[src/lct_defs.svh]
// register offsets, field positions, reset values and codes for the channel timing block
// assumes nothing; definitions only
`ifndef LCT_DEFS_SVH
`define LCT_DEFS_SVH

`define LCT_ADDR_W 8
`define LCT_DATA_W 16

`define LCT_ADDR_CH3_FREQ_SHIFT_WORD 8'h0f
`define LCT_ADDR_CH0_SETTLE 8'h10
`define LCT_ADDR_CH1_SETTLE 8'h11
`define LCT_ADDR_CH2_SETTLE 8'h12
`define LCT_ADDR_CH3_SETTLE 8'h13
`define LCT_ADDR_CH0_CLKDIV 8'h14

`define LCT_OFFSET_RESET 16'h0000
`define LCT_SETTLE_RESET 16'h0000
`define LCT_PREDIV_RESET 2'h0
`define LCT_REFDIV_RESET 10'h000

`define LCT_PREDIV_MSB 13
`define LCT_PREDIV_LSB 12
`define LCT_REFDIV_MSB 9
`define LCT_REFDIV_LSB 0

`define LCT_PREDIV_DIV1 2'h1
`define LCT_PREDIV_DIV2 2'h2
`define LCT_REFDIV_RESERVED 10'h000

`define LCT_SETTLE_MIN_PERIODS 20'h00020
`define LCT_SETTLE_SHORT_MAX 16'h0001
`define LCT_SETTLE_MULT_DEFAULT 16

`endif

[src/lct_pkg.sv]
// shared types for the channel timing block
// assumes lct_defs.svh sits in the same folder
`default_nettype none
package lct_pkg;
  typedef enum logic {LCT_IDLE, LCT_SETTLE} lct_settle_state_type;
  typedef logic [15:0] lct_word_type;
endpackage
`default_nettype wire

[src/lct_settle_timer.sv]
// one channel's settling hold-off before a conversion starts
// assumes ref_tick is a one-cycle pulse per reference period on sys_clk
`timescale 1ns/1ps
`default_nettype none
`include "lct_defs.svh"

module lct_settle_timer
  import lct_pkg::*;
#(
  parameter int MULT = `LCT_SETTLE_MULT_DEFAULT
) (
  input wire logic sys_clk,
  input wire logic sys_rst,
  input wire logic ref_tick,
  input wire logic [15:0] wait_count,
  input wire logic conv_req,
  input wire logic amp_ok,
  input wire logic warn_en,
  output logic conv_start,
  output logic amp_warn,
  output logic busy
);
  // product must fit the 20-bit interval counter
  if (MULT < 1 || MULT > 16) begin : g_bad_mult
    $error("lct_settle_timer: MULT must be 1..16");
  end

  localparam logic [19:0] MULT_W = 20'(MULT);

  lct_settle_state_type state_reg, state_next;
  logic [19:0] remain_reg, remain_next;
  logic start_reg, start_next;
  logic warn_reg, warn_next;
  logic [19:0] interval;

  always_comb begin
    if (wait_count <= `LCT_SETTLE_SHORT_MAX) begin
      interval = `LCT_SETTLE_MIN_PERIODS;
    end else begin
      interval = {4'h0, wait_count} * MULT_W;
    end
    state_next = state_reg;
    remain_next = remain_reg;
    start_next = 1'b0;
    warn_next = 1'b0;
    case (state_reg)
      LCT_IDLE: begin
        if (conv_req) begin
          remain_next = interval;
          state_next = LCT_SETTLE;
        end
      end
      LCT_SETTLE: begin
        if (ref_tick) begin
          if (remain_reg == 20'h00001) begin
            start_next = 1'b1;
            warn_next = ~amp_ok & warn_en;
            state_next = LCT_IDLE;
          end else begin
            remain_next = remain_reg - 20'h00001;
          end
        end
      end
      default: state_next = LCT_IDLE;
    endcase
  end

  always_ff @(posedge sys_clk) begin
    if (sys_rst) begin
      state_reg <= LCT_IDLE;
      remain_reg <= 20'h00000;
      start_reg <= 1'b0;
      warn_reg <= 1'b0;
    end else begin
      state_reg <= state_next;
      remain_reg <= remain_next;
      start_reg <= start_next;
      warn_reg <= warn_next;
    end
  end

  assign conv_start = start_reg;
  assign amp_warn = warn_reg;
  assign busy = (state_reg == LCT_SETTLE);
endmodule // lct_settle_timer
`default_nettype wire

[src/lct_top.sv]
// channel timing configuration: registers, ch0 dividers, ch3_freq_shift_word, settling timers
// assumes ch1..ch3 reference ticks come from sibling dividers on sys_clk
// What this block does
// - ch3_freq_shift_word frequency is word/2^16 times reference
// - wait programmed settling before starting conversion
// - unsettled amplitude at start warns when enabled
// - settle count zero or one gives 32 periods
// - predivider code 01 divides sensor by one
// - predivider code 10 divides sensor by two
// - reference frequency is master clock over divider
// - clock divider register resets both fields zero
`timescale 1ns/1ps
`default_nettype none
`include "lct_defs.svh"

module lct_top
  import lct_pkg::*;
#(
  parameter int SETTLE_MULT = `LCT_SETTLE_MULT_DEFAULT,
  parameter int CHANNELS = 4
) (
  input wire logic sys_clk,
  input wire logic sys_rst,
  input wire logic [7:0] reg_addr,
  input wire logic [15:0] reg_wdata,
  input wire logic reg_wr,
  input wire logic reg_rd,
  output logic [15:0] reg_rdata,
  output logic reg_rvalid,
  input wire logic sensor_osc_pin,
  input wire logic [3:0] amp_settled_pin,
  input wire logic [3:1] ref_tick_ext,
  input wire logic [3:0] conv_req,
  input wire logic amp_warn_enable,
  output logic [3:0] conv_start,
  output logic [3:0] amp_warn,
  output logic [3:0] settling,
  output logic ch0_ref_tick,
  output logic ch0_sensor_tick,
  output logic ch3_freq_shift_word_tick
);
  if (CHANNELS != 4) begin : g_bad_channels
    $error("lct_top: register map serves exactly four channels");
  end

  // ************************************************************
  // register file
  // ************************************************************
  lct_word_type ch3_freq_shift_word_reg, ch3_freq_shift_word_next;
  lct_word_type wait_count_reg [4];
  lct_word_type wait_count_next [4];
  logic [1:0] ch0_sensor_predivider_reg, ch0_sensor_predivider_next;
  logic [9:0] ch0_reference_ratio_reg, ch0_reference_ratio_next;
  lct_word_type rdata_reg, rdata_next;
  logic rvalid_reg, rvalid_next;

  // reserved divider bits are not stored, so they read back as zero
  function automatic lct_word_type clkdiv_word(input logic [1:0] pre, input logic [9:0] ref_div);
    lct_word_type w;
    w = 16'h0000;
    w[`LCT_PREDIV_MSB:`LCT_PREDIV_LSB] = pre;
    w[`LCT_REFDIV_MSB:`LCT_REFDIV_LSB] = ref_div;
    return w;
  endfunction

  always_comb begin
    ch3_freq_shift_word_next = ch3_freq_shift_word_reg;
    for (int i = 0; i < 4; i++) begin
      wait_count_next[i] = wait_count_reg[i];
    end
    ch0_sensor_predivider_next = ch0_sensor_predivider_reg;
    ch0_reference_ratio_next = ch0_reference_ratio_reg;
    rdata_next = rdata_reg;
    rvalid_next = 1'b0;
    if (reg_wr) begin
      if (reg_addr == `LCT_ADDR_CH3_FREQ_SHIFT_WORD) begin
        ch3_freq_shift_word_next = reg_wdata;
      end else if (reg_addr == `LCT_ADDR_CH0_SETTLE) begin
        wait_count_next[0] = reg_wdata;
      end else if (reg_addr == `LCT_ADDR_CH1_SETTLE) begin
        wait_count_next[1] = reg_wdata;
      end else if (reg_addr == `LCT_ADDR_CH2_SETTLE) begin
        wait_count_next[2] = reg_wdata;
      end else if (reg_addr == `LCT_ADDR_CH3_SETTLE) begin
        wait_count_next[3] = reg_wdata;
      end else if (reg_addr == `LCT_ADDR_CH0_CLKDIV) begin
        // reserved pairs are dropped; software keeps them zero
        ch0_sensor_predivider_next = reg_wdata[`LCT_PREDIV_MSB:`LCT_PREDIV_LSB];
        ch0_reference_ratio_next = reg_wdata[`LCT_REFDIV_MSB:`LCT_REFDIV_LSB];
      end
    end
    if (reg_rd) begin
      rvalid_next = 1'b1;
      if (reg_addr == `LCT_ADDR_CH3_FREQ_SHIFT_WORD) begin
        rdata_next = ch3_freq_shift_word_reg;
      end else if (reg_addr == `LCT_ADDR_CH0_SETTLE) begin
        rdata_next = wait_count_reg[0];
      end else if (reg_addr == `LCT_ADDR_CH1_SETTLE) begin
        rdata_next = wait_count_reg[1];
      end else if (reg_addr == `LCT_ADDR_CH2_SETTLE) begin
        rdata_next = wait_count_reg[2];
      end else if (reg_addr == `LCT_ADDR_CH3_SETTLE) begin
        rdata_next = wait_count_reg[3];
      end else if (reg_addr == `LCT_ADDR_CH0_CLKDIV) begin
        rdata_next = clkdiv_word(ch0_sensor_predivider_reg, ch0_reference_ratio_reg);
      end else begin
        rdata_next = 16'h0000;
      end
    end
  end

  always_ff @(posedge sys_clk) begin
    if (sys_rst) begin
      ch3_freq_shift_word_reg <= `LCT_OFFSET_RESET;
      for (int i = 0; i < 4; i++) begin
        wait_count_reg[i] <= `LCT_SETTLE_RESET;
      end
      ch0_sensor_predivider_reg <= `LCT_PREDIV_RESET;
      ch0_reference_ratio_reg <= `LCT_REFDIV_RESET;
      rdata_reg <= 16'h0000;
      rvalid_reg <= 1'b0;
    end else begin
      ch3_freq_shift_word_reg <= ch3_freq_shift_word_next;
      for (int i = 0; i < 4; i++) begin
        wait_count_reg[i] <= wait_count_next[i];
      end
      ch0_sensor_predivider_reg <= ch0_sensor_predivider_next;
      ch0_reference_ratio_reg <= ch0_reference_ratio_next;
      rdata_reg <= rdata_next;
      rvalid_reg <= rvalid_next;
    end
  end

  // ************************************************************
  // pin synchronisers
  // ************************************************************
  // bit 0 sensor oscillation, bits 4:1 amplitude-settled flags
  logic [4:0] sync1_reg, sync2_reg, sync3_reg, level_reg, level_next;
  logic [4:0] pin_vec;

  assign pin_vec = {amp_settled_pin, sensor_osc_pin};

  always_comb begin
    // a level moves only once the second and third stages agree
    level_next = (~(sync2_reg ^ sync3_reg) & sync2_reg) | ((sync2_reg ^ sync3_reg) & level_reg);
  end

  always_ff @(posedge sys_clk) begin
    if (sys_rst) begin
      sync1_reg <= 5'h00;
      sync2_reg <= 5'h00;
      sync3_reg <= 5'h00;
      level_reg <= 5'h00;
    end else begin
      sync1_reg <= pin_vec;
      sync2_reg <= sync1_reg;
      sync3_reg <= sync2_reg;
      level_reg <= level_next;
    end
  end

  // ************************************************************
  // ch0 reference divider and sensor predivider
  // ************************************************************
  logic [9:0] ref_cnt_reg, ref_cnt_next;
  logic ref_tick_reg, ref_tick_next;
  logic osc_prev_reg, osc_prev_next;
  logic half_reg, half_next;
  logic sens_tick_reg, sens_tick_next;
  logic osc_rise;

  assign osc_rise = level_reg[0] & ~osc_prev_reg;

  always_comb begin
    ref_cnt_next = ref_cnt_reg;
    ref_tick_next = 1'b0;
    // reserved divider zero: reference held still rather than guessed
    if (ch0_reference_ratio_reg == `LCT_REFDIV_RESERVED) begin
      ref_cnt_next = 10'h000;
    end else if (ref_cnt_reg + 10'h001 >= ch0_reference_ratio_reg) begin
      ref_cnt_next = 10'h000;
      ref_tick_next = 1'b1;
    end else begin
      ref_cnt_next = ref_cnt_reg + 10'h001;
    end
    osc_prev_next = level_reg[0];
    half_next = half_reg;
    sens_tick_next = 1'b0;
    // codes 00 and 11 are undefined; no sensor tick is produced
    if (osc_rise) begin
      if (ch0_sensor_predivider_reg == `LCT_PREDIV_DIV1) begin
        sens_tick_next = 1'b1;
      end else if (ch0_sensor_predivider_reg == `LCT_PREDIV_DIV2) begin
        half_next = ~half_reg;
        sens_tick_next = half_reg;
      end
    end
  end

  always_ff @(posedge sys_clk) begin
    if (sys_rst) begin
      ref_cnt_reg <= 10'h000;
      ref_tick_reg <= 1'b0;
      osc_prev_reg <= 1'b0;
      half_reg <= 1'b0;
      sens_tick_reg <= 1'b0;
    end else begin
      ref_cnt_reg <= ref_cnt_next;
      ref_tick_reg <= ref_tick_next;
      osc_prev_reg <= osc_prev_next;
      half_reg <= half_next;
      sens_tick_reg <= sens_tick_next;
    end
  end

  // ************************************************************
  // ch3_freq_shift_word phase accumulator
  // ************************************************************
  // carry rate = word / 2^16 of the ch3 reference tick rate
  logic [15:0] phase_reg, phase_next;
  logic carry_reg, carry_next;

  always_comb begin
    phase_next = phase_reg;
    carry_next = 1'b0;
    if (ref_tick_ext[3]) begin
      {carry_next, phase_next} = {1'b0, phase_reg} + {1'b0, ch3_freq_shift_word_reg};
    end
  end

  always_ff @(posedge sys_clk) begin
    if (sys_rst) begin
      phase_reg <= 16'h0000;
      carry_reg <= 1'b0;
    end else begin
      phase_reg <= phase_next;
      carry_reg <= carry_next;
    end
  end

  // ************************************************************
  // settling timers
  // ************************************************************
  logic [3:0] ref_tick_all;

  assign ref_tick_all = {ref_tick_ext, ref_tick_reg};

  for (genvar ch = 0; ch < 4; ch++) begin : g_settle
    lct_settle_timer #(
      .MULT(SETTLE_MULT)
    ) u_settle (
      .sys_clk(sys_clk),
      .sys_rst(sys_rst),
      .ref_tick(ref_tick_all[ch]),
      .wait_count(wait_count_reg[ch]),
      .conv_req(conv_req[ch]),
      .amp_ok(level_reg[ch + 1]),
      .warn_en(amp_warn_enable),
      .conv_start(conv_start[ch]),
      .amp_warn(amp_warn[ch]),
      .busy(settling[ch])
    );
  end

  assign reg_rdata = rdata_reg;
  assign reg_rvalid = rvalid_reg;
  assign ch0_ref_tick = ref_tick_reg;
  assign ch0_sensor_tick = sens_tick_reg;
  assign ch3_freq_shift_word_tick = carry_reg;
endmodule // lct_top
`default_nettype wire

[config.mk]
export PLATFORM = sky130hd
export DESIGN_NAME = lct_top
export DESIGN_NICKNAME = d
export VERILOG_FILES = /design/src/lct_pkg.sv /design/src/lct_settle_timer.sv /design/src/lct_top.sv
export VERILOG_INCLUDE_DIRS = /design/src
export SDC_FILE = /design/constraint.sdc
export NUM_CORES = 1
export LEC_CHECK = 0
export CAP_MARGIN = 25
export CORE_MARGIN = 4
export CORE_UTILIZATION = 45
export CTS_CLUSTER_DIAMETER = 120
export DETAILED_ROUTE_END_ITERATION = 7
export DONT_BUFFER_PORTS = 1
export SETUP_SLACK_MARGIN = 0.02
export SYNTH_ARGS = -nofsm -noshare
export SYNTH_HDL_FRONTEND = slang
export SYNTH_SLANG_ARGS = --single-unit
[constraint.sdc]
create_clock -name sys_clk -period 4.7 [get_ports sys_clk]
set_clock_uncertainty 0.1 [all_clocks]
set_input_delay 0.47 -clock sys_clk [delete_from_list [all_inputs] [get_ports sys_clk]]
set_output_delay 0.47 -clock sys_clk [all_outputs]
set_load 0.01 [all_outputs]
* After elaboration in Yosys (flattened, before gate mapping)
Memories as Yosys holds them, arrays and structs flattened.
Cells that the tools add are included.
** Operators by class
- $lt $le $gt $ge :: 5
- Equal/unequal tests :: 24
- $add $sub $neg :: 6
- Multipliers :: 0
- Shift-type cells :: 0
- Reduce and logical (&&, ||, !) cells :: 20
- Bitwise gates (word level) :: 39
- Muxes and demuxes :: 66
- Div/mod/pow operators :: 0
** Operators by type and width (number)
- $mux W20 :: 16
- $mux W16 :: 14
- $pmux W20 S2 :: 4
- $mux W64 :: 2
- $eq A20 B1 Y1 const B :: 4
- $sub A20 B1 Y20 const B :: 4
- $le A16 B1 Y1 const B :: 4
- $mux W48 :: 1
- $eq A8 B5 Y1 const B :: 5
- $mux W32 :: 1
- $not A1 Y1 :: 25
- $ne A2 B2 Y1 const B :: 12
- $mux W1 :: 23
- $add A16 B16 Y17 :: 1
- $reduce_or A4 Y1 :: 4
- $reduce_and A3 Y1 :: 5
- $reduce_or A3 Y1 :: 5
- $mux W14 :: 1
- $add A10 B1 Y10 const B :: 1
- $and A5 B5 Y5 :: 2
- $ge A10 B10 Y1 :: 1
- $logic_not A10 Y1 :: 1
- $eq A8 B4 Y1 const B :: 1
- $pmux W1 S2 :: 4
- 10 further kinds :: 19
** Word-level totals
- Input port bits :: 41
- Logic and storage cells :: 193
- Bits in latches :: 0
- ROM bits :: 0
- Register bits :: 188
- Memory bits (writable) :: 64
- Memories :: 1
- Output and inout bits :: 32
** Memories
- wait_count_reg :: depth 4, width 16, read ports 4, clocked after Yosys merged registers in 0, write ports 4, RTL line lct_top.sv:50 : lct_word_type wait_count_reg [4];

* Longest topological paths before layout
- Depth in word-level cells :: 8
- Mapped depth :: 11
- Depth with buffers taken out :: 11

* Hierarchy
A second synthesis with hierarchy kept.
** Second synthesis, totals
- Cells, all modules :: 1612
- Area total of the unflattened synthesis :: 13246.5 um2
** By module, submodules not included
- lct_top :: cells each 856, area each 7340.8 um2, seq. area each 3203.1 um2, times used 1
- lct_settle_timer :: cells each 189, area each 1476.4 um2, seq. area each 460.4 um2, times used 4

* Least setup slack after synthesis
Ideal clock, no wire load.
- Path type :: register to register
- Start point :: register ch3_freq_shift_word_reg[0]
- End point :: register phase_reg[12]
- Setup time :: 0.063 ns
- Period minus slack after synthesis :: 2.542 ns
- Required time :: 4.537 ns
- Arrival :: 2.380 ns
- Path slack :: 2.158 ns
- Buffers on the path :: 0
- Cell stages (with the launch flop) :: 9
- Cell sequence :: dfxtp_1 -> ha_1 -> fa_1 -> a21o_1 -> a221oi_1 -> o21ai_0 -> nor2b_1 -> or4_1 -> nand3_1
** Between the ends
- Word-level cells in the longest chain between the ends :: 1
** RTL lines
- from (decl) :: RTL line lct_top.sv:49 : lct_word_type ch3_freq_shift_word_reg, ch3_freq_shift_word_next;
- from (signal assigned) :: RTL line lct_top.sv:114 : ch3_freq_shift_word_reg <= `LCT_OFFSET_RESET;
- from (signal assigned) :: RTL line lct_top.sv:123 : ch3_freq_shift_word_reg <= ch3_freq_shift_word_next;
- $add A16 B16 Y17 :: RTL line lct_top.sv:227 : {carry_next, phase_next} = {1'b0, phase_reg} + {1'b0, ch3_freq_shift_word_reg};
- to (signal assigned) :: RTL line lct_top.sv:236 : phase_reg <= phase_next;
- to (decl) :: RTL line lct_top.sv:220 : logic [15:0] phase_reg, phase_next;
Every way passes these cells.
A chain may end at the register's enable or synchronous reset.

* Worst setup path in the final report
- Start point :: input reg_addr[7]
- End point :: register ch0_reference_ratio_reg[1]
** Between the ends
- Word-level cells in the longest chain between the ends :: 3
- Elaborated cells on any way between the ends :: 12
- Those cells by class :: eq/ne: 6; bitwise: 5; reduce/logical: 1
** RTL lines
- from (decl) :: RTL line lct_top.sv:24 : input wire logic [7:0] reg_addr,
- $eq A8 B4 Y1 (no line) or $eq A8 B5 Y1 (tied branches)
- $not A1 Y1 (no line)
- $reduce_and A7 Y1 (no line) *
- to (signal assigned) :: RTL line lct_top.sv:119 : ch0_reference_ratio_reg <= `LCT_REFDIV_RESET;
- to (signal assigned) :: RTL line lct_top.sv:128 : ch0_reference_ratio_reg <= ch0_reference_ratio_next;
- to (decl) :: RTL line lct_top.sv:53 : logic [9:0] ch0_reference_ratio_reg, ch0_reference_ratio_next;
Mark *: on every way between the ends. The rest lies on a longest branch, timed or not.

==> metrics <==
CTS buffer count 29; Final nets approximately 1700; vias in the first global route ~11000; worst-path cell chain or3_1 > nor3b_2 > nand4b_1 > mux2i_1 > nor2_1 > dlygate4sd3_1; Mean Syn Cell Area 7.85 um^2; Final Hold Fails 0; post-synthesis sequential area ratio 39.3%; Die Span Y approximately 180 um; Finished Layout Cells 1997; HP Class in -> reg; Worst Setup End Kind flip-flop; share of cells above drive strength 1 5.68%; max FFs per register 80; WP buf/inv 1; area delta synth->final 11.4%; WP data required 5.03 ns; clock slew at reported path FFs 0.06 ns; critical path fanouts, max 17; PnR Total Power 5430 uW; ys async rst share 0%; post-synthesis compound-gate area fraction 21.2%; wire per inst 19.8 um; count of cell types in the netlist between 70 and 80; I/O pin total 73; ANT nets after route 0; final setup fails 0; Max Cap Viol 0; area leader, netlist dfxtp_1; Slew Viols, Final 0; gpl congestion between 0.9 and 1; CP max stage cell nand4b_1; upper clock frequency limit about 0.32 GHz; RSZ-0062 raised after global routing false; most frequent cells in the layout 291 x nand2_1, 252 x dfxtp_1, 168 x a21oi_1; Die Area 31300 um^2; CTS tree done; clock sink total 252; critical path class in -> reg; Synth Area in Simple Gates 25.8%; crit path launch reg_addr[7]; Reg2Reg Depth 6; Leak approximately 0.0052 uW; crit path capture ch0_reference_ratio_reg[1]$_SDFFE_PP0P_; dominant cells by area after synthesis dfxtp_1 39%, nand2_1 8.5%, a21oi_1 6.6%; # diodes 0; Peak supply drop between 0.2 and 0.3 mV; largest net degree at the start of global routing 209; synthesized instance count 1634; core area 27900 um^2; period utilization 67.0%; Synth Warn # 0; initial core utilization 45.9%; fill cell count 2658; leading cell type in the layout, fill and taps excluded nand2_1; largest family of logic cells by synthesized area simple AND/OR/NAND/NOR gates; PortBufs 0; top cell family by delay on the critical path simple AND/OR/NAND/NOR gates; Critical Path Max Stage Delay ~0.87 ns; CTS Root Cell clkbuf_16; Clk Latency, worst-skew pair approximately 0.54 ns; post_cts resized 0; Synth Flop Type dfxtp_1; flops & latches, synth 252; initial antenna violation count 0; via count 11846; vias per inst 5.93; total negative slack 0 ns; total gr overflow 0; H-tree Lvls 1; CTS Buffer Depth 3; Power Dens Cells around 380 nW/um^2; adder-cell share of the synthesized area 3.57%; gr usage total roughly 25%; Final min period 3.15 ns; mux contribution to synthesized area 2.96%; routed wire length 39.6 mm; synthesized net count 1711; first-pass GRT wire length approximately 62 mm; Levels on crit path 6; Slew @ Worst Pin 1.05 ns; Syn Std Cell Area 12800 um^2; EDFF count, synth 0; post-CTS setup buffers 0; Die Span X 177 um; post-synth top area share ~39%; Worst slew margin 29.4%; initial DRC count approximately 1100; crit path DAT 3.47 ns; Residual DRC 0; drt pass-1 iters 6; R2R Setup Slk 1.74 ns; Inst Count DP 1914; Setup crit start kind input pin; start of the worst register-to-register path g_settle[2].u_settle.remain_reg[2]$_SDFFE_PP0P_; Post-DP HPWL 26.4 mm; XOR/XNOR Fraction of Synth Area under 10%; outcome completed; Rows 61; FF-to-FF End g_settle[2].u_settle.remain_reg[10]$_SDFFE_PP0P_
==> Yosys cell counts, types with 6 or more instances <==
| cell | number |
|---|---|
| nand2_1 | 291 |
| nor2b_1 | 49 |
| clkbuf_1 | 74 |
| nor3_1 | 56 |
| xor2_1 | 11 |
| o32ai_1 | 20 |
| nor2_1 | 134 |
| and3_1 | 11 |
| inv_1 | 43 |
| nand4_1 | 21 |
| o22ai_1 | 6 |
| nand2b_1 | 22 |
| buf_4 | 12 |
| o211ai_1 | 15 |
| or3_1 | 9 |
| nand3b_1 | 7 |
| ha_1 | 35 |
| a31oi_1 | 12 |
| a221oi_1 | 18 |
| dfxtp_1 | 252 |
| nand3_1 | 26 |
| mux2i_1 | 29 |
| xnor2_1 | 19 |
| buf_2 | 12 |
| o21a_1 | 17 |
| o21ai_0 | 71 |
| o221ai_1 | 7 |
| buf_1 | 7 |
| nor4_1 | 46 |
| a21o_1 | 11 |
| a21oi_1 | 168 |
| a22oi_1 | 19 |
| a211oi_1 | 8 |
| mux2_2 | 8 |
==> layer usage <==
metal | global-route usage [%] | wire length, um | up-vias
li1 | - | - | 5759
met1 | 33.9 | 17600 | 5598
met2 | 39.2 | 17600 | 408
met3 | 5.23 | 3240 | 81
met4 | 7.38 | 1140 | 0
met5 | 0 | 0 | -
==> power breakdown <==
part	internal, uW	total (uW)	switching (uW)
Combinational	227	644	417
Sequential	2190	2240	54.0
Clock	1620	2540	918
==> metrics by stage <==
step | worst slack, ns | instance area, um^2 | utilization, % | hold WS (ns)
final | 1.55 | 14300 | 51.2 | 0.0153
after global routing | 1.41 | 14300 | 51.2 | 0.00141
after CTS | 1.61 | 14300 | 51.2 | 0.0000682
after detailed placement | 1.48 | 12900 | 46.2 | 0.326
after global placement | 1.58 | 12900 | 46.2 | 0.319
after floorplan | 2.16 | 12800 | - | 0.297
==> worst min-delay path by stage <==
stage | startpoint | to | slack (ns) | cells past startpoint
floorplan | osc_prev_reg$_SDFF_PP0_ | ch0_sensor_tick$_SDFF_PP0_ | 0.30 | 1
global placement | sync1_reg[4]$_SDFF_PP0_ | sync2_reg[4]$_SDFF_PP0_ | 0.32 | 1
detailed placement | sync1_reg[3]$_SDFF_PP0_ | sync2_reg[3]$_SDFF_PP0_ | 0.33 | 1
CTS | ref_tick_ext[3] | phase_reg[2]$_SDFFE_PP0P_ | 0.00007 | 2
global route | reg_rd | reg_rdata[4]$_SDFFE_PP0P_ | 0.001 | 2
finish | conv_req[0] | g_settle[0].u_settle.busy$_SDFF_PP0_ | 0.02 | 1
==> cells by family after synthesis <==
logic type               Yosys count
AND/OR/NAND/NOR                  701
AO/OA/AOI/OAI                    426
flip-flops                       252
buffers and inverters            152
multiplexers                      37
adder cells (fa/ha/maj)           36
XOR/XNOR                          30
==> area by class of cell <==
class / count / area [um^2] / area share (%)
Multi-Input combinational cell: 1230 / 7150 / 50.0
Sequential cell: 252 / 5040 / 35.3
Clock buffer: 39 / 833 / 5.83
Tap cell: 378 / 473 / 3.31
Timing Repair Buffer: 39 / 380 / 2.66
Clock inverter: 14 / 254 / 1.78
Inverter: 45 / 169 / 1.18
==> timing repair <==
| action | CTS | global route |
|---|---|---|
| endpoints found under the hold margin | 212 | 0 |
| setup endpoints to repair | 0 | 0 |
| hold buffers | 29 | 0 |
No activity file was read; power rests on OpenSTA's default activity.
